==> src/hw/backlight_defines.vh <==
`ifndef BACKLIGHT_DEFINES_VH
`define BACKLIGHT_DEFINES_VH
// Register byte addresses
`define REG_DISPLAY_CTRL 4'h0
`define REG_ADAPTIVE_CTRL 4'h4
`define REG_BRIGHTNESS 4'h8
`define REG_STATUS 4'hc
// Field positions
`define BIT_BACKLIGHT_OUTPUT_SELECT 2
`define BIT_DIMMING_ENABLE 3
`define BIT_ADAPTIVE_MODE_BIT_LOW 0
`define BIT_ADAPTIVE_MODE_BIT_HIGH 1
// Mode codes
`define MODE_OFF 2'h0
`define MODE_UI 2'h1
`define MODE_STILL 2'h2
`define MODE_MOVING 2'h3
// Reset values
`define RST_DISPLAY_CTRL 8'h00
`define RST_ADAPTIVE_CTRL 8'h00
`define RST_BRIGHTNESS 8'hff
// Timing: clock in kHz, pulse widths in ns
`define CLK_KHZ 25000
`define PW_MIN_NS 33300
`define PW_MAX_NS 8330000
`define PW_MIN_CYC ((`PW_MIN_NS * (`CLK_KHZ / 1000) + 999) / 1000)
`define PW_MAX_CYC ((`PW_MAX_NS * (`CLK_KHZ / 1000)) / 1000)
// Dimming step interval in cycles
`define DIM_STEP_CYC 256
`endif

==> src/hw/adaptive_backlight_control.v <==
`default_nettype none
`include "backlight_defines.vh"
// Content-adaptive backlight control with Avalon-MM registers
module adaptive_backlight_control #(
   parameter PERIOD_CYC = 416500,
   parameter DIM_STEP = `DIM_STEP_CYC,
   parameter FRAME_PIXELS = 1024
) (
   input wire ref_clk,
   input wire srst,
   input wire [3:0] avs_address,
   input wire avs_read,
   input wire avs_write,
   input wire [31:0] avs_writedata,
   output reg [31:0] avs_readdata,
   output wire avs_waitrequest,
   input wire pix_in_valid,
   output wire pix_in_ready,
   input wire [7:0] pix_in_data,
   input wire pix_in_last,
   output reg pix_out_valid,
   input wire pix_out_ready,
   output reg [7:0] pix_out_data,
   output wire brightness_control_line
);
   reg [7:0] display_ctrl_reg;
   reg [7:0] adaptive_ctrl_reg;
   reg [7:0] user_bright_reg;
   reg ack_reg;
   reg [7:0] frame_max_reg;
   reg [7:0] target_reg;
   reg [7:0] gain_reg;
   reg [7:0] current_reg;
   reg [15:0] dim_cnt_reg;
   reg [8:0] pixel_data_reg;
   wire backlight_output_select;
   wire dimming_enable;
   wire [1:0] adaptive_mode;
   wire [7:0] f_data;
   wire f_valid;
   wire f_ready;
   wire [8:0] f_word;
   reg [7:0] target_next;
   reg [7:0] gain_next;
   reg [15:0] scaled;
   wire [15:0] gained;

   assign backlight_output_select = display_ctrl_reg[`BIT_BACKLIGHT_OUTPUT_SELECT];
   assign dimming_enable = display_ctrl_reg[`BIT_DIMMING_ENABLE];
   assign adaptive_mode = {adaptive_ctrl_reg[`BIT_ADAPTIVE_MODE_BIT_HIGH],
      adaptive_ctrl_reg[`BIT_ADAPTIVE_MODE_BIT_LOW]};

   // Map mode to a floor on the backlight, as a fraction of 256
   function [7:0] mode_floor;
      input [1:0] mode;
      begin
         case (mode)
            `MODE_UI: mode_floor = 8'he6;
            `MODE_STILL: mode_floor = 8'hb0;
            `MODE_MOVING: mode_floor = 8'h80;
            default: mode_floor = 8'hff;
         endcase
      end
   endfunction

   // One wait cycle per access keeps the slave simple and the timing fixed
   assign avs_waitrequest = (avs_read || avs_write) && !ack_reg;

   // Register writes and the acknowledge cycle
   always @(posedge ref_clk) begin
      if (srst) begin
         ack_reg <= 1'b0;
         display_ctrl_reg <= `RST_DISPLAY_CTRL;
         adaptive_ctrl_reg <= `RST_ADAPTIVE_CTRL;
         user_bright_reg <= `RST_BRIGHTNESS;
      end else begin
         ack_reg <= (avs_read || avs_write) && !ack_reg;
         if (avs_write && ack_reg) begin
            case (avs_address)
               `REG_DISPLAY_CTRL: display_ctrl_reg <= avs_writedata[7:0];
               `REG_ADAPTIVE_CTRL: adaptive_ctrl_reg <= avs_writedata[7:0];
               `REG_BRIGHTNESS: user_bright_reg <= avs_writedata[7:0];
               default: ;
            endcase
         end
      end
   end

   // Read mux; unmapped offsets read as zero
   always @(posedge ref_clk) begin
      if (srst) begin
         avs_readdata <= 32'h0000_0000;
      end else if (avs_read && !ack_reg) begin
         case (avs_address)
            `REG_DISPLAY_CTRL: avs_readdata <= {24'h000000, display_ctrl_reg};
            `REG_ADAPTIVE_CTRL: avs_readdata <= {24'h000000, adaptive_ctrl_reg};
            `REG_BRIGHTNESS: avs_readdata <= {24'h000000, user_bright_reg};
            `REG_STATUS: avs_readdata <= {8'h00, gain_reg, target_reg, current_reg};
            default: avs_readdata <= 32'h0000_0000;
         endcase
      end
   end

   // Pixels queue here so a stalled sink reaches the source
   pixel_fifo #(
      .WIDTH(9),
      .DEPTH(4),
      .AW(2)
   ) u_fifo (
      .ref_clk(ref_clk),
      .srst(srst),
      .in_valid(pix_in_valid),
      .in_ready(pix_in_ready),
      .in_data({pix_in_last, pix_in_data}),
      .out_valid(f_valid),
      .out_ready(f_ready),
      .out_data(f_word)
   );
   assign f_data = f_word[7:0];
   assign f_ready = !pix_out_valid || pix_out_ready;

   // Frame statistic: peak grey level of all pixels but the last; new settings apply from the next frame
   always @* begin
      scaled = 16'h0000;
      target_next = user_bright_reg;
      gain_next = 8'hff;
      if (adaptive_mode != `MODE_OFF) begin
         // Backlight drops to the frame peak but not below the mode floor
         target_next = (frame_max_reg > mode_floor(adaptive_mode)) ?
            frame_max_reg : mode_floor(adaptive_mode);
         // Round up so the UI floor never cuts more than its limit
         scaled = user_bright_reg * target_next + 16'h00ff;
         target_next = scaled[15:8];
         gain_next = (frame_max_reg > mode_floor(adaptive_mode)) ?
            frame_max_reg : mode_floor(adaptive_mode);
      end
   end

   always @(posedge ref_clk) begin
      if (srst) begin
         frame_max_reg <= 8'h00;
         target_reg <= `RST_BRIGHTNESS;
         gain_reg <= 8'hff;
         pixel_data_reg <= 9'h000;
      end else if (f_valid && f_ready) begin
         pixel_data_reg <= f_word;
         if (f_word[8]) begin
            target_reg <= target_next;
            gain_reg <= gain_next;
            frame_max_reg <= 8'h00;
         end else if (f_data > frame_max_reg) begin
            frame_max_reg <= f_data;
         end
      end
   end

   // Grey scale is stretched by the inverse of the backlight cut
   assign gained = (gain_reg == 8'hff) ? {f_data, 8'h00} :
      (({8'h00, f_data} << 8) / {8'h00, gain_reg});

   always @(posedge ref_clk) begin
      if (srst) begin
         pix_out_valid <= 1'b0;
         pix_out_data <= 8'h00;
      end else if (f_ready) begin
         pix_out_valid <= f_valid;
         if (gain_reg == 8'hff || adaptive_mode == `MODE_OFF) begin
            pix_out_data <= f_data;
         end else begin
            pix_out_data <= (gained[15:8] != 8'h00) ? 8'hff : gained[7:0];
         end
      end
   end

   // Dimming: one level per fixed interval in either direction
   always @(posedge ref_clk) begin
      if (srst) begin
         current_reg <= `RST_BRIGHTNESS;
         dim_cnt_reg <= 16'h0000;
      end else if (!dimming_enable) begin
         current_reg <= target_reg;
         dim_cnt_reg <= 16'h0000;
      end else if (dim_cnt_reg >= DIM_STEP - 1) begin
         dim_cnt_reg <= 16'h0000;
         if (current_reg < target_reg) begin
            current_reg <= current_reg + 8'h01;
         end else if (current_reg > target_reg) begin
            current_reg <= current_reg - 8'h01;
         end
      end else begin
         dim_cnt_reg <= dim_cnt_reg + 16'h0001;
      end
   end

   brightness_pwm #(
      .PERIOD_CYC(PERIOD_CYC)
   ) u_pwm (
      .ref_clk(ref_clk),
      .srst(srst),
      .enable(backlight_output_select),
      .level(current_reg),
      .pwm_out(brightness_control_line)
   );
endmodule // adaptive_backlight_control
`default_nettype wire

==> src/hw/pixel_fifo.v <==
`default_nettype none
// Small synchronous FIFO for pixel words
module pixel_fifo #(
   parameter WIDTH = 8,
   parameter DEPTH = 4,
   parameter AW = 2
) (
   input wire ref_clk,
   input wire srst,
   input wire in_valid,
   output wire in_ready,
   input wire [WIDTH-1:0] in_data,
   output wire out_valid,
   input wire out_ready,
   output wire [WIDTH-1:0] out_data
);
   reg [WIDTH-1:0] mem [0:DEPTH-1];
   reg [AW-1:0] wr_ptr_reg;
   reg [AW-1:0] rd_ptr_reg;
   reg [AW:0] count_reg;
   wire push;
   wire pop;

   // Full and empty come straight from the occupancy count
   assign in_ready = (count_reg != DEPTH[AW:0]);
   assign out_valid = (count_reg != {(AW+1){1'b0}});
   assign out_data = mem[rd_ptr_reg];
   assign push = in_valid && in_ready;
   assign pop = out_valid && out_ready;

   // Storage has no reset; only the pointers and the count need defined values
   always @(posedge ref_clk) begin
      if (push) begin
         mem[wr_ptr_reg] <= in_data;
      end
   end

   // Pointer and count update
   always @(posedge ref_clk) begin
      if (srst) begin
         wr_ptr_reg <= {AW{1'b0}};
         rd_ptr_reg <= {AW{1'b0}};
         count_reg <= {(AW+1){1'b0}};
      end else begin
         if (push) begin
            wr_ptr_reg <= (wr_ptr_reg == DEPTH[AW-1:0] - 1'b1) ? {AW{1'b0}} : wr_ptr_reg + 1'b1;
         end
         if (pop) begin
            rd_ptr_reg <= (rd_ptr_reg == DEPTH[AW-1:0] - 1'b1) ? {AW{1'b0}} : rd_ptr_reg + 1'b1;
         end
         if (push && !pop) begin
            count_reg <= count_reg + 1'b1;
         end else if (pop && !push) begin
            count_reg <= count_reg - 1'b1;
         end
      end
   end
endmodule // pixel_fifo
`default_nettype wire

==> src/hw/brightness_pwm.v <==
`default_nettype none
`include "backlight_defines.vh"
// PWM of one level per period; widths clamped to the legal window
module brightness_pwm #(
   parameter PERIOD_CYC = 416500
) (
   input wire ref_clk,
   input wire srst,
   input wire enable,
   input wire [7:0] level,
   output reg pwm_out
);
   localparam [31:0] MIN_CYC = `PW_MIN_CYC;
   localparam [31:0] MAX_CYC = `PW_MAX_CYC;
   reg [31:0] cnt_reg;
   reg [31:0] width_reg;
   reg run_reg;
   wire [39:0] prod;
   reg [31:0] width_next;

   assign prod = PERIOD_CYC * level;

   // Width scales with level, then clamped; a zero level holds the line low
   always @* begin
      width_next = prod[39:8];
      if (width_next < MIN_CYC) begin
         width_next = MIN_CYC;
      end
      if (width_next > MAX_CYC) begin
         width_next = MAX_CYC;
      end
      if (level == 8'h00) begin
         width_next = 32'h0000_0000;
      end
   end

   // Width is latched only at period start so a level change never cuts a pulse short
   always @(posedge ref_clk) begin
      if (srst) begin
         cnt_reg <= 32'h0000_0000;
         width_reg <= 32'h0000_0000;
         pwm_out <= 1'b0;
         run_reg <= 1'b0;
      end else begin
         // Output starts only at a period boundary, so enabling mid-period never
         // produces a runt pulse below the minimum width
         if (!enable) begin
            run_reg <= 1'b0;
         end else if (cnt_reg >= PERIOD_CYC - 1) begin
            run_reg <= 1'b1;
         end
         if (cnt_reg >= PERIOD_CYC - 1) begin
            cnt_reg <= 32'h0000_0000;
            width_reg <= width_next;
         end else begin
            cnt_reg <= cnt_reg + 32'h0000_0001;
         end
         pwm_out <= enable && run_reg && (cnt_reg < width_reg);
      end
   end
endmodule // brightness_pwm
`default_nettype wire

==> config.mk <==
export PLATFORM = sky130hd
export DESIGN_NAME = adaptive_backlight_control
export DESIGN_NICKNAME = d
export VERILOG_FILES = /design/src/hw/adaptive_backlight_control.v /design/src/hw/pixel_fifo.v /design/src/hw/brightness_pwm.v
export VERILOG_INCLUDE_DIRS = /design/src /design/src/hw
export SDC_FILE = /design/constraint.sdc
export NUM_CORES = 1
export LEC_CHECK = 0
export ABC_AREA = 0
export BUFFER_PORTS_ARGS = -buffer_cell sky130_fd_sc_hd__buf_2
export CAP_MARGIN = 30
export CORE_MARGIN = 5
export CORE_UTILIZATION = 40
export DETAILED_ROUTE_END_ITERATION = 16
export PLACE_DENSITY = 0.66
export SYNTH_ARGS = -nofsm -noshare
export SYNTH_HDL_FRONTEND = slang
export SYNTH_SLANG_ARGS = --single-unit
==> constraint.sdc <==
create_clock -name ref_clk -period 32.6 [get_ports ref_clk]
set_input_delay 3.26 -clock ref_clk [delete_from_list [all_inputs] [get_ports ref_clk]]
set_output_delay 3.26 -clock ref_clk [all_outputs]
set_load 0.005 [all_outputs]
==> results of run 1 <==
-- metrics by stage --
stage / worst slack, ns / utilization [%]
after floorplan: 3.79 / -
after global placement: 1.59 / 42.9
after detailed placement: 1.08 / 42.9
after CTS: 0.896 / 44.5
after global routing: 0.00528 / 44.9
final: 2.18 / 44.9
-- Yosys cell counts (all sizes together), types with 19 or more instances --
cell    instances  area, um2
o21ai          92        475
nand2         172        646
o21a           39        294
a21oi         104        524
nand4          24        150
ha            239       2990
a22oi          43        323
xnor2          64        561
fa             83       1660
buf            24        146
and3           19        119
nor2          190        721
nand2b         26        163
mux4           22        495
nor2b          19        119
edfxtp         36       1080
o31ai          22        179
mux2i          47        512
xor2           45        394
mux2           25        293
a21o           58        435
inv           197        739
nor3           68        350
clkbuf         60        225
and2           30        188
nand3          49        255
dfxtp         168       3360
o211ai         24        180
-- what timing repair did --
action | in CTS | in global routing
hold buffers | 0 | 0
endpoints found under the setup margin | 0 | 2
resized for setup | 0 | 27
buffers inserted | 0 | 6
hold endpoints to repair | 0 | 0
-- per-layer routing --
metal / wire (um) / vias to the layer above / global-route usage (%)
met5: 0 / - / 0
met4: 1350 / 0 / 5.63
met3: 2360 / 87 / 1.88
met2: 23700 / 383 / 31.7
met1: 22800 / 7875 / 24.3
li1: - / 8055 / -
-- where the power goes --
group | total, uW | switching [uW] | internal [uW]
Combinational | 1800 | 1040 | 757
Clock | 266 | 100 | 165
Sequential | 298 | 18.8 | 279
Total | 2360 | 1160 | 1200
-- cell families after synthesis --
group                    share of synthesized area, %
AO/OA/AOI/OAI                                    19.2
XOR/XNOR                                         4.90
adder cells (fa/ha/maj)                          23.9
buffers and inverters                            5.73
flip-flops                                       22.8
multiplexers                                     6.68
other                                          0.0193
AND/OR/NAND/NOR                                  16.8
-- cells in the final DEF, fill, tap and decap left out, types with 38 or more instances in the layout --
cell     netlist  routed
nor3_1        66      65
mux2i_1       43      43
a21o_1        58      58
inv_1        195     195
buf_4         10      42
o21ai_0       83      81
nand2_1      172     171
xor2_1        45      45
o21a_1        38      38
nand3_1       47      47
xnor2_1       64      64
fa_1          83      83
nor2_1       189     189
a22oi_1       43      43
dfxtp_1      168     168
buf_2          9      62
a21oi_1      103     101
ha_1         239     239
-- tightest hold or removal path: stages (launching register included) --
cell     delay (ns)
dfxtp_1        0.30
inv_1          0.06
nor2_1         0.05
-- cell type report --
type / count / share of cell area, %
well taps: 615 / 3.58
multi-input cells: 1755 / 65.7
clock inverters: 9 / 0.704
diodes: 1 / 0.0116
inverters: 198 / 3.46
clock buffers: 30 / 2.89
repair buffers: 105 / 2.96
flip-flops and latches: 204 / 20.7
-- worst paths after layout --
kind                            depth (start not counted)                   to                 from
worst max-delay path                                  135      pix_out_data[0]            flip-flop
worst min-delay path                                    2  u_pwm.width_reg[18]  u_pwm.width_reg[18]
worst max register to register                        135      pix_out_data[0]            flip-flop
worst min register to register                          2  u_pwm.width_reg[18]  u_pwm.width_reg[18]
==> impl_metrics.env, run 1 <==
export IMPL_status="complete, no violations"
export IMPL_start_util_pct=40.6
export IMPL_dieArea_mm2=0.0532
export IMPL_worstHoldPathType="flip-flop to flip-flop"
export IMPL_whs_ns=0.453
export IMPL_port_buffers=62
export IMPL_yosys_most_used_dff="dfxtp_1"
export IMPL_cts_tree="yes"
export IMPL_setup_viol=0
export IMPL_rsz0062_at_grt="false"
export IMPL_setup_tns_ns=0
export IMPL_cellPowerDensity_mw_per_mm2=110
export IMPL_ir_worst_vdd_mv=0.106
export IMPL_die_w_um=231
export IMPL_clkTransAtPathRegs_ns=0.06
export IMPL_ys_seq_area_share_pct=22.8
export IMPL_antenna_found_initial=1
export IMPL_critPathTopFamily="compound AO/OA/AOI/OAI gates"
export IMPL_core_area_mm2=0.0479
export IMPL_netlist_area_mm2=0.0195
export IMPL_multi_input_area_mm2=0.0141
export IMPL_arrival_ns=30.80
export IMPL_num_rows=80
export IMPL_root_buffer="clkbuf_16"
export IMPL_p_leak_uw=0.00983
export IMPL_r2r_setup_slack_ns=2.18
export IMPL_nets=2659
export IMPL_clockBufferDepth=3
export IMPL_regArea_mm2=0.00444
export IMPL_drive_gt1_share_pct=11.1
export IMPL_drt_pass1_iter_count=8
export IMPL_post_dp_hpwl_um=38900
export IMPL_tightest_slew_ns=0.985
export IMPL_route_antenna_remaining_nets=0
export IMPL_place_area_mm2=0.0206
export IMPL_ys_types=106
export IMPL_cts_max_level=1
export IMPL_drt_iter0_drc=982
export IMPL_ys_ff_latch=204
export IMPL_worst_path_most_repeated_cell="ha_1"
export IMPL_num_io_pins=95
export IMPL_crit_required_ns=32.98
export IMPL_netlist_instances=2213
export IMPL_finalHoldViolations=0
export IMPL_crit_type="flip-flop to flip-flop"
export IMPL_fin_crit_ns=30.42
export IMPL_overflow=0
export IMPL_vias_per_cell=5.62
export IMPL_report_power_total_uw=2360
export IMPL_fin_crit_sh_pct=93.3
export IMPL_synth_edf_count=36
export IMPL_cp_start_kind="flip-flop"
export IMPL_die_h_um=231
export IMPL_endpoint_kind="flip-flop"
export IMPL_ys_warn_count=0
export IMPL_wire_per_inst_um=17.2
export IMPL_grt_max_degree=72
export IMPL_gr_usage_all_layers_pct=18.3
export IMPL_vias=16400
export IMPL_critical_path_buf_inv_count=10
export IMPL_synth_avg_cell_area_um2=8.80
export IMPL_worst_clock_skew_ns=0.0194
export IMPL_synth_async_sr_flop_share_pct=0
export IMPL_final_area_mm2=0.0215
export IMPL_crit_path_max_fanout=14
export IMPL_relSlewSlack_pct=33.4
export IMPL_slew_violations=0
export IMPL_max_freq_mhz=32.9
export IMPL_grt_pass1_wl_um=82300
export IMPL_drc=0
export IMPL_max_cap_violations=0
export IMPL_dp_cells=2870
export IMPL_clock_latency_ns=0.52
export IMPL_cpMaxStageDelayCell="or4b_1"
export IMPL_slowest_delay_ns=0.67
export IMPL_syn_to_final_growth_pct=10.5
export IMPL_num_fill_cells=4578
export IMPL_gp_congestion=0.884
export IMPL_cts_sinks=204
export IMPL_drt_total_wl_um=50200
export IMPL_fin_cells=2917
export IMPL_cts_made_buffers=22
export IMPL_grt_pass1_vias=16307
export IMPL_largest_reg_flops=36
Power figures use the tool's default switching activity.
==> run 2, diff against run 1 <==
--- a/config.mk
+++ b/config.mk
@@ -15,4 +15,5 @@
 export PLACE_DENSITY = 0.66
 export SYNTH_ARGS = -nofsm -noshare
 export SYNTH_HDL_FRONTEND = slang
+export SYNTH_HIERARCHICAL = 1
 export SYNTH_SLANG_ARGS = --single-unit
==> run 2 against run 1 <==
  * First-iteration DRC count rose by 8.1%
  * Routed wire length is 2.4% higher
  * Clock skew fell by 0.0098 ns
  * Global-route usage is 0.077 points higher
  * Setup slack got worse by 0.056 ns
==> impl_metrics.env, run 2 <==
export IMPL_synth_async_sr_flop_share_pct=0
export IMPL_nets=2752
export IMPL_drt_total_wl_um=51400
export IMPL_regArea_mm2=0.00444
export IMPL_post_place_ws_ns=0.802
export IMPL_crit_required_ns=32.97
export IMPL_grt_pass1_vias=16980
export IMPL_grt_pass1_wl_um=84900
export IMPL_arrival_ns=30.85
export IMPL_dieArea_mm2=0.0547
export IMPL_drc=0
export IMPL_vias=17226
export IMPL_clkTransAtPathRegs_ns=0.06
export IMPL_gp_congestion=0.920
export IMPL_synth_xor_area_share_pct=4.76
export IMPL_num_io_pins=95
export IMPL_cts_sinks=204
export IMPL_yosys_area_share_simple_pct=17.7
export IMPL_whs_ns=0.445
export IMPL_hold_start="u_pwm/width_reg[18]"
export IMPL_drt_pass1_iter_count=6
export IMPL_max_freq_mhz=32.8
export IMPL_largest_reg_flops=36
export IMPL_vias_per_cell=5.62
export IMPL_relSlewSlack_pct=36.4
export IMPL_core_area_mm2=0.0499
export IMPL_ys_types=114
export IMPL_crit_path_max_fanout=19
export IMPL_fin_crit_ns=30.48
export IMPL_synth_common_cells="ha_1 (237), inv_1 (228), nor2_1 (221)"
export IMPL_cts_made_buffers=22
export IMPL_clock_latency_ns=0.51
export IMPL_overflow=0
export IMPL_tightest_slew_ns=0.928
export IMPL_worst_clock_skew_ns=0.00963
export IMPL_slowest_delay_ns=0.72
export IMPL_wire_per_inst_um=16.8
export IMPL_yosys_most_used_dff="dfxtp_1"
export IMPL_cts_max_level=1
export IMPL_status="complete, no violations"
export IMPL_post_dp_hpwl_um=40300
export IMPL_most_common_layout_cells="ha_1 (237), inv_1 (226), nor2_1 (221)"
export IMPL_synth_mux_area_share_pct=6.17
export IMPL_slew_violations=0
export IMPL_antenna_found_initial=0
export IMPL_holdPathStages=2
export IMPL_yosysMostFrequentCell="ha_1"
export IMPL_worstHoldPathType="flip-flop to flip-flop"
export IMPL_multi_input_area_mm2=0.0145
export IMPL_die_h_um=234
export IMPL_start_util_pct=40.2
export IMPL_cp_start_kind="flip-flop"
export IMPL_synth_top_family_by_area="adder cells"
export IMPL_worst_path_most_repeated_cell="ha_1"
export IMPL_crit_type="flip-flop to flip-flop"
export IMPL_netlist_instances=2335
export IMPL_layout_commonest_cell="ha_1"
export IMPL_n_antenna_cell=0
export IMPL_num_fill_cells=4924
export IMPL_ys_seq_area_share_pct=22.2
export IMPL_setup_viol=0
export IMPL_cpMaxStageDelayCell="or4_4"
export IMPL_syn_to_final_growth_pct=9.05
export IMPL_route_antenna_remaining_nets=0
export IMPL_synth_area_top_cells="dfxtp_1 (17%), ha_1 (15%), fa_1 (8.3%)"
export IMPL_synth_compound_area_share_pct=19.8
export IMPL_fin_crit_sh_pct=93.5
export IMPL_synth_top_area_share_pct=16.8
export IMPL_cts_tree="yes"
export IMPL_grt_max_degree=74
export IMPL_finalHoldViolations=0
export IMPL_endpoint_kind="flip-flop"
export IMPL_synth_fa_ha_area_share_pct=23.1
export IMPL_ys_warn_count=6
export IMPL_root_buffer="clkbuf_16"
export IMPL_netlist_area_mm2=0.0200
export IMPL_synth_avg_cell_area_um2=8.59
export IMPL_ctsHoldBuffers=0
export IMPL_finalCoreUtilization_pct=43.8
export IMPL_synth_edf_count=36
export IMPL_drt_iter0_drc=1062
export IMPL_finalWorstSetupSlack_ns=2.12
export IMPL_die_w_um=234
export IMPL_clockBufferDepth=3
export IMPL_num_rows=82
export IMPL_ys_ff_latch=204
export IMPL_max_cap_violations=0
export IMPL_drive_gt1_share_pct=9.69
export IMPL_yosys_area_top_type="dfxtp_1"
export IMPL_port_buffers=62
export IMPL_rr_worst_depth=134
export IMPL_gr_usage_all_layers_pct=18.4
run 2: changes by cell type after synthesis, sizes merged, moves of 9 or more:
cell / previous run / this run
a22oi: 43 / 34
a21oi: 104 / 113
nand2: 172 / 187
o211ai: 24 / 35
nor2: 190 / 222
nor3: 68 / 47
inv: 197 / 228
nand4: 24 / 35
run 2: metrics by stage:
step           area (um2)  instances  setup TNS [ns]
4_1_cts             21700       3061               0
3_3_place_gp        21000       3020               0
2_1_floorplan       20200       2362               0
3_5_place_dp        21000       3023               0
5_1_grt             21900       3067         -0.0349
6_report            21900       3067               0
run 2: worst paths after layout:
| path | endpoint | slack [ns] |
|---|---|---|
| max | pix_out_data[0] | 2.12 |
| min | u_pwm/width_reg[18] | 0.45 |
| max reg2reg | pix_out_data[0] | 2.12 |
| min reg2reg | u_pwm/width_reg[18] | 0.45 |
run 2: layout make-up:
cell class,instances,share of cell area [%]
Multi-Input combinational cell,1842,66.4
Sequential cell,204,20.3
Inverter,231,4.00
Tap cell,672,3.85
Clock buffer,28,2.86
Timing Repair Buffer,80,2.08
Clock inverter,10,0.515
run 2: worst max-delay path, delay by kind of cell, from the launching register on:
family	cells	cell delay (ns)
AO/OA/AOI/OAI	69	14.76
adder cells (fa/ha/maj)	16	5.12
buffers and inverters	6	0.86
flip-flops	1	0.31
multiplexers	5	1.82
AND/OR/NAND/NOR	38	7.39
run 2: metal layers:
| layer | up-vias | track usage, % | part of all wire (%) | wire (um) |
|---|---|---|---|---|
| met5 | - | 0 | 0 | 0 |
| met4 | 0 | 4.17 | 1.7 | 863 |
| met3 | 56 | 2.37 | 4.5 | 2300 |
| met2 | 369 | 32.4 | 49 | 25000 |
| met1 | 8371 | 24.2 | 45 | 23200 |
| li1 | 8430 | - | - | - |
run 2: logic make-up after synthesis:
kind of cell	count (synthesis)
fa+ha+maj	320
xor+xnor	108
other cells	2
mux	98
flops	204
compound gates	562
simple gates	725
buf+inv	316
run 2: timing repair:
action,4_1_cts,5_1_grt
buffers inserted,0,6
setup endpoints to repair,0,2
resized for setup,0,16
hold endpoints to repair,0,0
Power of run 2 is left out: the tool's default activity adds up to more than one toggle a clock period on the data nets, which glitch-free logic cannot reach.
==> run 3, diff against run 2 <==
--- a/config.mk
+++ b/config.mk
@@ -8,8 +8,8 @@
 export LEC_CHECK = 0
 export ABC_AREA = 0
 export BUFFER_PORTS_ARGS = -buffer_cell sky130_fd_sc_hd__buf_2
-export CAP_MARGIN = 30
-export CORE_MARGIN = 5
+export CAP_MARGIN = 0
+export CORE_MARGIN = 10
 export CORE_UTILIZATION = 40
 export DETAILED_ROUTE_END_ITERATION = 16
 export PLACE_DENSITY = 0.66
==> run 3 against run 2 <==
  * Non-clock buffer count is 11 lower
  * Routed wire length is 0.52% higher
  * Sequential cell count stayed put
  * Sequential share of layout area is 0.11 points higher
  * Highest routed layer is now met5
  * Via count hardly changed
  * Critical path type unchanged
==> impl_metrics.env, run 3 (synthesis gave the netlist of run 2 again) <==
export IMPL_grt_pass1_vias=17100
export IMPL_fin_crit_ns=30.55
export IMPL_num_rows=81
export IMPL_post_place_ws_ns=0.413
export IMPL_dieArea_mm2=0.0595
export IMPL_largest_reg_flops=36
export IMPL_nets=2742
export IMPL_cts_made_buffers=23
export IMPL_clockBufferDepth=3
export IMPL_drt_iter0_drc=1090
export IMPL_cts_sinks=204
export IMPL_fin_crit_sh_pct=93.7
export IMPL_finalWorstSetupSlack_ns=2.05
export IMPL_n_antenna_cell=0
export IMPL_worst_path_most_repeated_cell="ha_1"
export IMPL_cts_max_level=1
export IMPL_slew_violations=0
export IMPL_vias=17223
export IMPL_core_area_mm2=0.0493
export IMPL_grt_pass1_wl_um=85500
export IMPL_layout_commonest_cell="ha_1"
export IMPL_route_antenna_remaining_nets=0
export IMPL_port_buffers=62
export IMPL_die_h_um=244
export IMPL_gr_usage_all_layers_pct=16.9
export IMPL_slowest_delay_ns=0.72
export IMPL_worstHoldPathType="flip-flop to flip-flop"
export IMPL_drt_pass1_iter_count=7
export IMPL_max_cap_violations=0
export IMPL_post_cts_buffers=0
export IMPL_drc=0
export IMPL_num_io_pins=95
export IMPL_drive_gt1_share_pct=9.30
export IMPL_crit_required_ns=33.00
export IMPL_gp_congestion=0.899
export IMPL_setup_viol=0
export IMPL_max_freq_mhz=32.7
export IMPL_clkTransAtPathRegs_ns=0.08
export IMPL_crit_path_max_fanout=19
export IMPL_die_w_um=244
export IMPL_clock_latency_ns=0.52
export IMPL_post_dp_hpwl_um=40100
export IMPL_vias_per_cell=5.64
export IMPL_wire_per_inst_um=16.9
export IMPL_cpMaxStageDelayCell="or4_4"
export IMPL_endpoint_kind="flip-flop"
export IMPL_grt_max_degree=41
export IMPL_drt_total_wl_um=51700
export IMPL_finalHoldViolations=0
export IMPL_cts_tree="yes"
export IMPL_overflow=0
export IMPL_root_buffer="clkbuf_16"
export IMPL_arrival_ns=30.95
export IMPL_most_common_layout_cells="ha_1 (237), inv_1 (228), nor2_1 (221)"
export IMPL_worst_clock_skew_ns=0.0200
export IMPL_relSlewSlack_pct=16.4
export IMPL_crit_type="flip-flop to flip-flop"
export IMPL_status="complete, no violations"
export IMPL_tightest_slew_ns=1.24
export IMPL_cp_start_kind="flip-flop"
export IMPL_antenna_found_initial=1
export IMPL_num_fill_cells=4861
export IMPL_syn_to_final_growth_pct=8.50
export IMPL_start_util_pct=40.7
[run 3: cell count changes in the layout (fill, tap and decap cells not counted), moves of 2 or more]
cell and change:
inv_6 +2, clkinvlp_4 -3, inv_1 +2, clkinv_2 +2
buf_4 -8, clkinv_4 +2, clkbuf_1 +3
[run 3: cell type report]
cell class              count  area (um2)  share of cell area [%]
flip-flops and latches    204        4450                    20.4
repair buffers             69         363                    1.67
clock inverters            12         104                   0.477
clock buffers              30         622                    2.86
well taps                 664         831                    3.82
inverters                 231         867                    3.99
multi-input cells        1842       14500                    66.8
[run 3: layer usage]
layer | up-vias | GRT usage, % | wire length, um
met5 | - | 0 | 7
met4 | 2 | 5.57 | 1360
met3 | 82 | 1.96 | 2410
met2 | 398 | 28.8 | 24700
met1 | 8330 | 21.7 | 23200
li1 | 8411 | - | -
[run 3: worst max-delay path, delay by kind of cell, from the launching register on]
| family | cells | cell delay, ns |
|---|---|---|
| adder cells (fa/ha/maj) | 17 | 5.29 |
| buffers and inverters | 3 | 0.51 |
| multiplexers | 5 | 1.87 |
| AND/OR/NAND/NOR | 39 | 7.52 |
| AO/OA/AOI/OAI | 69 | 14.68 |
| flip-flops | 1 | 0.52 |
[run 3: timing repair]
item / in CTS / in global routing
setup endpoints to repair: 0 / 2
gates resized for setup: 0 / 17
hold buffers: 0 / 0
[run 3: final timing paths]
check | from | end | slack [ns] | cells past startpoint
max | flip-flop | pix_out_data[0] | 2.05 | 133
min | pix_out_data[6] | pix_out_data[6] | 0.45 | 2
max reg2reg | flip-flop | pix_out_data[0] | 2.05 | 133
min reg2reg | pix_out_data[6] | pix_out_data[6] | 0.45 | 2
[run 3: per-stage QoR]
step           std cells  util (%)  setup TNS [ns]  area (um2)  hold slack (ns)
6_report            3052      44.2               0       21800            0.450
2_1_floorplan       2362         -               0       20200            0.420
3_3_place_gp        3010      42.5               0       20900            0.428
4_1_cts             3052      44.0               0       21700            0.454
5_1_grt             3052      44.2         -0.0317       21800            0.467
3_5_place_dp        3010      42.5               0       20900            0.446
Power of run 3 is left out for the same reason.
